### config.mk
export PLATFORM = sky130hd
export DESIGN_NAME = lcd_supply_power_control
export DESIGN_NICKNAME = d
export VERILOG_FILES = /design/src/core/lcd_supply_pkg.sv /design/src/core/lcd_supply_power_control.sv
export SDC_FILE = /design/constraint.sdc
export NUM_CORES = 1
export LEC_CHECK = 0
export CELL_PAD_IN_SITES_DETAIL_PLACEMENT = 2
export CELL_PAD_IN_SITES_GLOBAL_PLACEMENT = 2
export CORE_MARGIN = 1
export CORE_UTILIZATION = 30
export CTS_CLUSTER_SIZE = 40
export DETAILED_ROUTE_END_ITERATION = 8
export DONT_BUFFER_PORTS = 1
export GPL_TIMING_DRIVEN = 0
export PLACE_DENSITY_LB_ADDON = 0.1
export RECOVER_POWER = 50
export SLEW_MARGIN = 40
export SYNTH_ARGS = -nofsm -noshare
export SYNTH_HDL_FRONTEND = slang
export SYNTH_SLANG_ARGS = --single-unit
### constraint.sdc
create_clock -name clk_in -period 7.5 [get_ports clk_in]
set_input_delay 0 -clock clk_in [delete_from_list [all_inputs] [get_ports clk_in]]
set_output_delay 0 -clock clk_in [all_outputs]
set_load 0.005 [all_outputs]
### src/core/lcd_supply_pkg.sv
// Purpose: constants and carrier types for the display supply control block
// Assumes: classic Wishbone slave, byte address = register index * 4
// Notes: Functional notes below list the behaviour this block keeps
//
// Functional notes
// ladder select resets to zero (charge pump); one selects external ladder
// charge pump selected and display off: voltage generation fully off
// six-bit bias level picks one of 64 pump levels for contrast
// external ladder selected: no bias compensation, bias level ignored
// in deep sleep display is on only if sleep-off 0, enable 1
// software enables the voltage reference before deep sleep display use
// configuration and segment memory stay intact while display is off
// segment pins zero to fifteen are always segment lines
// four-way mux: all four commons active, shared common pins not segments
// a shared pin becomes a segment only when its enable bit is set
// display starts driving when software sets the display enable bit
// freeze bit holds the shown data; new data shows after clearing
// pointer write, top bit set stores data; clear loads data register
// source, bias and sleep gating act only through clocked registers
package lcd_supply_pkg;

  // -------------------------------------------------------------------
  // register indices (byte address is index * 4)
  // -------------------------------------------------------------------
  localparam logic [7:0] IDX_DISPLAY_CONTROL  = 8'h95;
  localparam logic [7:0] IDX_SEG_PIN_ENABLE   = 8'h97;
  localparam logic [7:0] IDX_SUPPLY_CONFIG    = 8'h9c;
  localparam logic [7:0] IDX_SEGMENT_POINTER  = 8'hac;
  localparam logic [7:0] IDX_SEGMENT_DATA     = 8'hae;
  localparam logic [7:0] IDX_DISPLAY_CONFIG_Y = 8'hb1;
  localparam logic [7:0] IDX_SEG_PIN_ENABLE2  = 8'hed;
  localparam logic [7:0] REG_RESET            = 8'h00;

  // -------------------------------------------------------------------
  // field layout
  // -------------------------------------------------------------------
  localparam int         DC_ENABLE_BIT    = 0;
  localparam int         DC_SLEEP_OFF_BIT = 1;
  localparam int         DC_MUX_LSB       = 2;
  localparam logic [1:0] MUX_FOUR         = 2'h3;
  localparam int         SC_LADDER_BIT    = 7;
  localparam int         BIAS_W           = 6;
  localparam int         CY_FREEZE_BIT    = 0;
  localparam int         PTR_WRITE_BIT    = 7;
  localparam int         PTR_ADDR_W       = 6;

  // -------------------------------------------------------------------
  // pin map and memory size
  // -------------------------------------------------------------------
  localparam int NUM_SEG_PINS   = 29;
  localparam int FIXED_SEG      = 16;
  localparam int SEG_EN_BASE    = 20;
  localparam int SEG_EN_COUNT   = 8;
  localparam int SEG_EN2_BASE   = 16;
  localparam int SEG_EN2_COUNT  = 4;
  localparam int SEG_EN2_TOP    = 4;
  localparam int PIN_COMMON_LINE_THREE_SHARE = 27;
  localparam int PIN_COMMON_LINE_TWO_SHARE = 28;
  localparam int NUM_COMS       = 4;
  localparam int MEM_DEPTH      = 64;

  // -------------------------------------------------------------------
  // carriers
  // -------------------------------------------------------------------
  typedef struct packed {
    logic        cyc;
    logic        stb;
    logic        we;
    logic [9:0]  adr;
    logic [3:0]  sel;
    logic [31:0] dat;
  } wb_req_t;

  typedef struct packed {
    logic              pump_enable;
    logic              ladder_enable;
    logic              bias_apply;
    logic [BIAS_W-1:0] bias_level;
  } supply_ctl_t;

endpackage

### src/core/lcd_supply_power_control.sv
// Purpose: display supply, sleep gating, pin function and segment memory
// Assumes: single 250 MHz clock; scan address comes from same-clock logic
// Notes: deep sleep level arrives asynchronously and is synchronised
`timescale 1ns/1ns
module lcd_supply_power_control (
  // clock and reset
  input  wire logic                        clk_in,
  input  wire logic                        rst_in,
  // wishbone slave
  input  wire lcd_supply_pkg::wb_req_t     wb_req_in,
  output logic                             wb_ack_out,
  output logic [31:0]                      wb_dat_out,
  // power mode
  input  wire logic                        deep_sleep_mode_in,
  // panel side
  input  wire logic [5:0]                  scan_addr_in,
  output logic [7:0]                       scan_data_out,
  output lcd_supply_pkg::supply_ctl_t      supply_out,
  output logic                             display_on_out,
  output logic [lcd_supply_pkg::NUM_SEG_PINS-1:0] seg_func_out,
  output logic [lcd_supply_pkg::NUM_COMS-1:0]     com_active_out
);
  import lcd_supply_pkg::*;

  // -------------------------------------------------------------------
  // state
  // -------------------------------------------------------------------
  logic [7:0]  ctrl_q;
  logic [7:0]  seg_en_q;
  logic [7:0]  seg_en2_q;
  logic [7:0]  supply_q;
  logic [7:0]  cfg_y_q;
  logic [7:0]  pointer_q;
  logic [7:0]  data_q;
  logic        ack_q;
  logic [31:0] rdat_q;
  logic        ds_meta_q;
  logic        ds_sync_q;
  logic [5:0]  refresh_q;
  logic [7:0]  work_mem [MEM_DEPTH];
  logic [7:0]  shown_mem [MEM_DEPTH];
  logic [7:0]  scan_q;
  supply_ctl_t supply_ctl_q;
  supply_ctl_t supply_d;
  logic        disp_on_q;
  logic        disp_on_d;
  logic [NUM_SEG_PINS-1:0] seg_q;
  logic [NUM_SEG_PINS-1:0] seg_d;
  logic [NUM_COMS-1:0]     com_q;
  logic [7:0]  index;
  logic        wr_fire;
  logic        ptr_fire;
  logic [1:0]  mux;
  logic        ladder;
  logic        freeze;

  // decodes the mux field into active common lines
  function automatic logic [NUM_COMS-1:0] com_mask(input logic [1:0] m);
    logic [NUM_COMS-1:0] r;
    r = '0;
    for (int i = 0; i < NUM_COMS; i++) begin
      if (i <= int'(m)) begin
        r[i] = 1'b1;
      end
    end
    return r;
  endfunction

  // -------------------------------------------------------------------
  // bus decode
  // -------------------------------------------------------------------
  // write lands on the edge where the master sees ack high
  assign index    = wb_req_in.adr[9:2];
  assign wr_fire  = wb_req_in.cyc & wb_req_in.stb & wb_req_in.we & ack_q
                    & wb_req_in.sel[0];
  assign ptr_fire = wr_fire & (index == IDX_SEGMENT_POINTER);
  assign mux      = ctrl_q[DC_MUX_LSB +: 2];
  assign ladder   = supply_q[SC_LADDER_BIT];
  assign freeze   = cfg_y_q[CY_FREEZE_BIT];

  // ack one cycle after the request, dropped the cycle after
  always_ff @(posedge clk_in or posedge rst_in) begin
    if (rst_in) begin
      ack_q <= 1'b0;
    end else begin
      ack_q <= wb_req_in.cyc & wb_req_in.stb & ~ack_q;
    end
  end

  // read data captured with the ack; unmapped reads return zero
  always_ff @(posedge clk_in or posedge rst_in) begin
    if (rst_in) begin
      rdat_q <= '0;
    end else if (wb_req_in.cyc & wb_req_in.stb & ~ack_q) begin
      case (index)
        IDX_DISPLAY_CONTROL:  rdat_q <= {24'h000000, ctrl_q};
        IDX_SEG_PIN_ENABLE:   rdat_q <= {24'h000000, seg_en_q};
        IDX_SUPPLY_CONFIG:    rdat_q <= {24'h000000, supply_q};
        IDX_SEGMENT_POINTER:  rdat_q <= {24'h000000, pointer_q};
        IDX_SEGMENT_DATA:     rdat_q <= {24'h000000, data_q};
        IDX_DISPLAY_CONFIG_Y: rdat_q <= {24'h000000, cfg_y_q};
        IDX_SEG_PIN_ENABLE2:  rdat_q <= {24'h000000, seg_en2_q};
        default:              rdat_q <= '0;
      endcase
    end
  end

  // -------------------------------------------------------------------
  // configuration registers
  // -------------------------------------------------------------------
  // plain storage; nothing here is cleared by display off
  always_ff @(posedge clk_in or posedge rst_in) begin
    if (rst_in) begin
      ctrl_q    <= REG_RESET;
      seg_en_q  <= REG_RESET;
      seg_en2_q <= REG_RESET;
      supply_q  <= REG_RESET;
      cfg_y_q   <= REG_RESET;
      pointer_q <= REG_RESET;
    end else if (wr_fire) begin
      case (index)
        IDX_DISPLAY_CONTROL:  ctrl_q    <= wb_req_in.dat[7:0];
        IDX_SEG_PIN_ENABLE:   seg_en_q  <= wb_req_in.dat[7:0];
        IDX_SUPPLY_CONFIG:    supply_q  <= wb_req_in.dat[7:0];
        IDX_SEGMENT_POINTER:  pointer_q <= wb_req_in.dat[7:0];
        IDX_DISPLAY_CONFIG_Y: cfg_y_q   <= wb_req_in.dat[7:0];
        IDX_SEG_PIN_ENABLE2:  seg_en2_q <= wb_req_in.dat[7:0];
        default:              ;
      endcase
    end
  end

  // -------------------------------------------------------------------
  // segment memory access through pointer and data registers
  // -------------------------------------------------------------------
  // data register: bus write, or load from memory on a pointer read
  always_ff @(posedge clk_in or posedge rst_in) begin
    if (rst_in) begin
      data_q <= REG_RESET;
    end else if (wr_fire && index == IDX_SEGMENT_DATA) begin
      data_q <= wb_req_in.dat[7:0];
    end else if (ptr_fire && !wb_req_in.dat[PTR_WRITE_BIT]) begin
      data_q <= work_mem[wb_req_in.dat[PTR_ADDR_W-1:0]];
    end
  end

  // working memory: stored on a pointer write with the top bit set
  always_ff @(posedge clk_in) begin
    if (ptr_fire && wb_req_in.dat[PTR_WRITE_BIT]) begin
      work_mem[wb_req_in.dat[PTR_ADDR_W-1:0]] <= data_q;
    end
  end

  // round-robin copy into the shown memory, paused while frozen
  always_ff @(posedge clk_in or posedge rst_in) begin
    if (rst_in) begin
      refresh_q <= '0;
    end else begin
      refresh_q <= refresh_q + 6'h01;
    end
  end

  always_ff @(posedge clk_in) begin
    if (!freeze) begin
      shown_mem[refresh_q] <= work_mem[refresh_q];
    end
  end

  // panel scan read of the shown data
  always_ff @(posedge clk_in or posedge rst_in) begin
    if (rst_in) begin
      scan_q <= REG_RESET;
    end else begin
      scan_q <= shown_mem[scan_addr_in];
    end
  end

  // -------------------------------------------------------------------
  // deep sleep synchroniser
  // -------------------------------------------------------------------
  always_ff @(posedge clk_in or posedge rst_in) begin
    if (rst_in) begin
      ds_meta_q <= 1'b0;
      ds_sync_q <= 1'b0;
    end else begin
      ds_meta_q <= deep_sleep_mode_in;
      ds_sync_q <= ds_meta_q;
    end
  end

  // -------------------------------------------------------------------
  // supply, gating and pin function
  // -------------------------------------------------------------------
  // display on; sleep-off only matters in deep sleep
  always_comb begin
    disp_on_d = ctrl_q[DC_ENABLE_BIT];
    if (ds_sync_q && ctrl_q[DC_SLEEP_OFF_BIT]) begin
      disp_on_d = 1'b0;
    end
  end

  // pump runs only when selected and display on; ladder gets no bias
  always_comb begin
    supply_d               = '0;
    supply_d.ladder_enable = ladder;
    if (!ladder) begin
      supply_d.pump_enable = disp_on_d;
      supply_d.bias_apply  = disp_on_d;
      // level is held at zero while the pump is stopped
      if (disp_on_d) begin
        supply_d.bias_level = supply_q[BIAS_W-1:0];
      end
    end
  end

  // fixed segments, enabled shared pins, commons taken in four-way
  always_comb begin
    seg_d                = '0;
    seg_d[FIXED_SEG-1:0] = '1;
    for (int i = 0; i < SEG_EN_COUNT; i++) begin
      seg_d[SEG_EN_BASE+i] = seg_en_q[i];
    end
    for (int i = 0; i < SEG_EN2_COUNT; i++) begin
      seg_d[SEG_EN2_BASE+i] = seg_en2_q[i];
    end
    seg_d[PIN_COMMON_LINE_TWO_SHARE] = seg_en2_q[SEG_EN2_TOP];
    if (mux == MUX_FOUR) begin
      seg_d[PIN_COMMON_LINE_THREE_SHARE] = 1'b0;
      seg_d[PIN_COMMON_LINE_TWO_SHARE] = 1'b0;
    end
  end

  // every control output is registered
  always_ff @(posedge clk_in or posedge rst_in) begin
    if (rst_in) begin
      supply_ctl_q <= '0;
      disp_on_q    <= 1'b0;
      seg_q        <= {{(NUM_SEG_PINS-FIXED_SEG){1'b0}}, {FIXED_SEG{1'b1}}};
      com_q        <= 4'h1;
    end else begin
      supply_ctl_q <= supply_d;
      disp_on_q    <= disp_on_d;
      seg_q        <= seg_d;
      com_q        <= com_mask(mux);
    end
  end

  assign wb_ack_out     = ack_q;
  assign wb_dat_out     = rdat_q;
  assign scan_data_out  = scan_q;
  assign supply_out     = supply_ctl_q;
  assign display_on_out = disp_on_q;
  assign seg_func_out   = seg_q;
  assign com_active_out = com_q;
endmodule

==> impl_metrics.env <==
export IMPL_fillerInstances=15851
export IMPL_placedCellCount=5101
export IMPL_start_kind="flip-flop"
export IMPL_worstHoldStart="wb_req_in[44]"
export IMPL_r2r_cells=13
export IMPL_netlist_area_mm2=0.0487
export IMPL_core_area_mm2=0.161
export IMPL_synth_cell_types=78
export IMPL_maxSlewViolCount=544
export IMPL_cts_made_buffers=137
export IMPL_routed_via_density=5.81
export IMPL_wl_per_cell_um=43.1
export IMPL_max_stage_delay_ps=1550
export IMPL_worstPathMaxFanout=14
export IMPL_seq_area_frac_synth=0.685
export IMPL_setup_viol=0
export IMPL_ctsRootBufferMaster="clkbuf_16"
export IMPL_ir_drop_v=0.000232
export IMPL_die_w_um=405
export IMPL_final_area_mm2=0.0574
export IMPL_switching_share=0.229
export IMPL_ff2ff_setup_slack_ps=810
export IMPL_status="finished with violations"
export IMPL_async_reset_ff_frac=0.0938
export IMPL_p_sw_w=0.00322
export IMPL_startpoint="refresh_q[0]"
export IMPL_htreeDepth=4
export IMPL_rsz0062_at_grt="no"
export IMPL_synth_top_area_share=0.631
export IMPL_whs_path_depth=5
export IMPL_final_cell_mix="1024 x edfxtp_1, 221 x mux4_2, 146 x mux2_2, 140 x clkbuf_16, 132 x mux2i_1"
export IMPL_power_frac_seq=0.482
export IMPL_slew_headroom=-1.79
export IMPL_final_min_clock_period_ps=6690
export IMPL_critPathMostFrequentCell="buf_4"
export IMPL_critPathSlowestCell="clkbuf_1"
export IMPL_gr_usage_all_layers=0.282
export IMPL_hpwl_um=162000
export IMPL_cts_buffer_depth=3
export IMPL_synthCells=2855
export IMPL_nets=3172
export IMPL_synth_seq_cells=1130
export IMPL_clock_latency_ps=770
export IMPL_totalPowerFinal_w=0.0141
export IMPL_crit_chain="buf_4 -> clkbuf_1 -> clkbuf_1 -> buf_2 -> buf_16 -> nor2_1 -> a21oi_1 -> a21oi_1 -> o21ai_0 -> nand4_1 -> buf_4 -> buf_4 -> buf_4"
export IMPL_row_count=147
export IMPL_drc=0
export IMPL_worst_ep_required_time_ps=8000
export IMPL_drt_initial_drc_count=3087
export IMPL_syn_area_per_cell_um2=17.1
export IMPL_p_clk_frac=0.472
export IMPL_final_common_cell="edfxtp_1"
export IMPL_comb_power_share=0.045
export IMPL_setup_worst_path_end_class="flip-flop"
export IMPL_internal_power_w=0.0109
export IMPL_synth_area_leaders="edfxtp_1 63%, mux4_2 10%, dfrtp_1 5.4%, mux2_2 3.4%, mux2i_1 2.8%"
export IMPL_fmax_mhz=149
export IMPL_hold_class="primary input to flip-flop"
export IMPL_syn_to_final_growth_pct=17.9
export IMPL_grt_max_degree=72
export IMPL_crit_buf_inv=8
export IMPL_grt_antenna_before_repair=21
export IMPL_violations="capacitance limit, slew limit"
export IMPL_tritoncts="yes"
export IMPL_whs_endpoint="wb_dat_out[5]"
export IMPL_ctsResizeCount=0
export IMPL_worstSetupPathType="flip-flop to flip-flop"
export IMPL_finClkSkew_ps=30.7
export IMPL_routabilityCongestion=0.983
export IMPL_drt_wl_total_um=232000
export IMPL_crit_arrival_ps=7200
export IMPL_vias=31275
export IMPL_final_cells=5380
export IMPL_dr_pass1_iters=5
export IMPL_dpl_instance_area_mm2=0.0530
export IMPL_cts_sinks=1130
export IMPL_rr_startpoint="refresh_q[0]"
export IMPL_multi_input_area_mm2=0.0144
export IMPL_die_area_mm2=0.164
export IMPL_post_route_period_util=0.892
export IMPL_synth_edf_count=1024
export IMPL_post_route_util=0.357
export IMPL_synth_flop_cell="edfxtp_1"
export IMPL_ant_nets=0
export IMPL_die_h_um=405
export IMPL_grt_pass1_vias=33006
export IMPL_overflow=0
export IMPL_rr_endpoint="shown_mem[22][2]"
export IMPL_grt_pass1_wl_um=308000
export IMPL_worst_slew_pin_slew_ps=4180
export IMPL_top_level_ports=142
export IMPL_start_util=0.303
export IMPL_leakage_nw=19.7
export IMPL_yosysWarnings=0
export IMPL_synth_top_area_cell="edfxtp_1"
export IMPL_cp_top_family="buffers and inverters"
export IMPL_maxCapViolCount=19
export IMPL_port_buffers=0
export IMPL_powerDensity_mw_per_mm2=245
export IMPL_clk_pin_slew_ps=60
export IMPL_regArea_mm2=0.0334
export IMPL_drive_above_1_share=0.279
export IMPL_hold_violations=0
==> cell usage after synthesis, types with 65 or more instances <==
cell	instances
edfxtp_1	1024
mux4_2	221
nor2_1	179
mux2_2	146
mux2i_1	136
a22oi_1	106
dfrtp_1	106
a221oi_1	93
nand2_1	93
clkbuf_1	92
a21oi_1	75
buf_4	68
buf_2	65
==> layout make-up <==
cell class / instances / area share
buffer: 249 / 0.0242
inverter: 8 / 0.000545
antenna: 3 / 0.000131
multi-input combinational: 1507 / 0.251
clock buffer: 172 / 0.0641
sequential: 1130 / 0.582
tap: 2160 / 0.0471
timing repair buffer: 80 / 0.0182
clock inverter: 71 / 0.0131
==> kinds of logic after synthesis <==
kind of cell | count (synthesis) | share of synthesized area
XOR/XNOR | 4 | 0.000719
flip-flops | 1130 | 0.685
multiplexers | 506 | 0.165
AO/OA/AOI/OAI | 539 | 0.0796
other | 2 | 0.000154
adder cells (fa/ha/maj) | 1 | 0.000257
buffers and inverters | 257 | 0.0282
AND/OR/NAND/NOR | 416 | 0.0411
==> power by group through the flow <==
stage                     Combinational (W)  Sequential (W)  Clock [W]
after global routing               0.000647         0.00679    0.00697
after detailed placement           0.000623         0.00692          0
after CTS                          0.000640         0.00679    0.00676
after floorplan                    0.000310         0.00692          0
after global placement             0.000589         0.00692          0
final                              0.000641         0.00679    0.00665
==> worst max path at each step <==
stage | end | slack, ps | cells after the start
floorplan | shown_mem[0][2] | 4070 | 9
global placement | shown_mem[20][2] | -660 | 8
detailed placement | shown_mem[20][2] | 2150 | 12
CTS | shown_mem[22][2] | 2150 | 12
global route | work_mem[35][6] | 1070 | 9
finish | shown_mem[22][2] | 810 | 13
==> timing repair <==
item                                   4_1_cts  5_1_grt
endpoints found under the hold margin      147        0
setup buffers                                0        0
hold buffers                                32        0
==> metrics by stage <==
stage / setup WS (ps) / setup TNS, ps / hold slack [ps]
after floorplan: 4070 / 0 / 31.4
after CTS: 2150 / 0 / 10.6
final: 806 / 0 / 17.5
after global placement: -664 / -41900 / 31.5
after global routing: 1070 / 0 / 70.5
after detailed placement: 2150 / 0 / -135
==> worst min-delay path, stage by stage <==
cell and delay, ps:
nand2b_1 110, a211oi_1 60, a21oi_1 200, o211ai_1 150, a22o_1 210
==> per-layer routing <==
metal	track usage	vias to the layer above	part of all wire
met2	0.445	1556	0.46
met3	0.0546	566	0.067
met4	0.177	4	0.076
li1	-	12179	-
met1	0.356	16970	0.40
met5	0	-	0.00012
(Power assumes the default switching activity.)
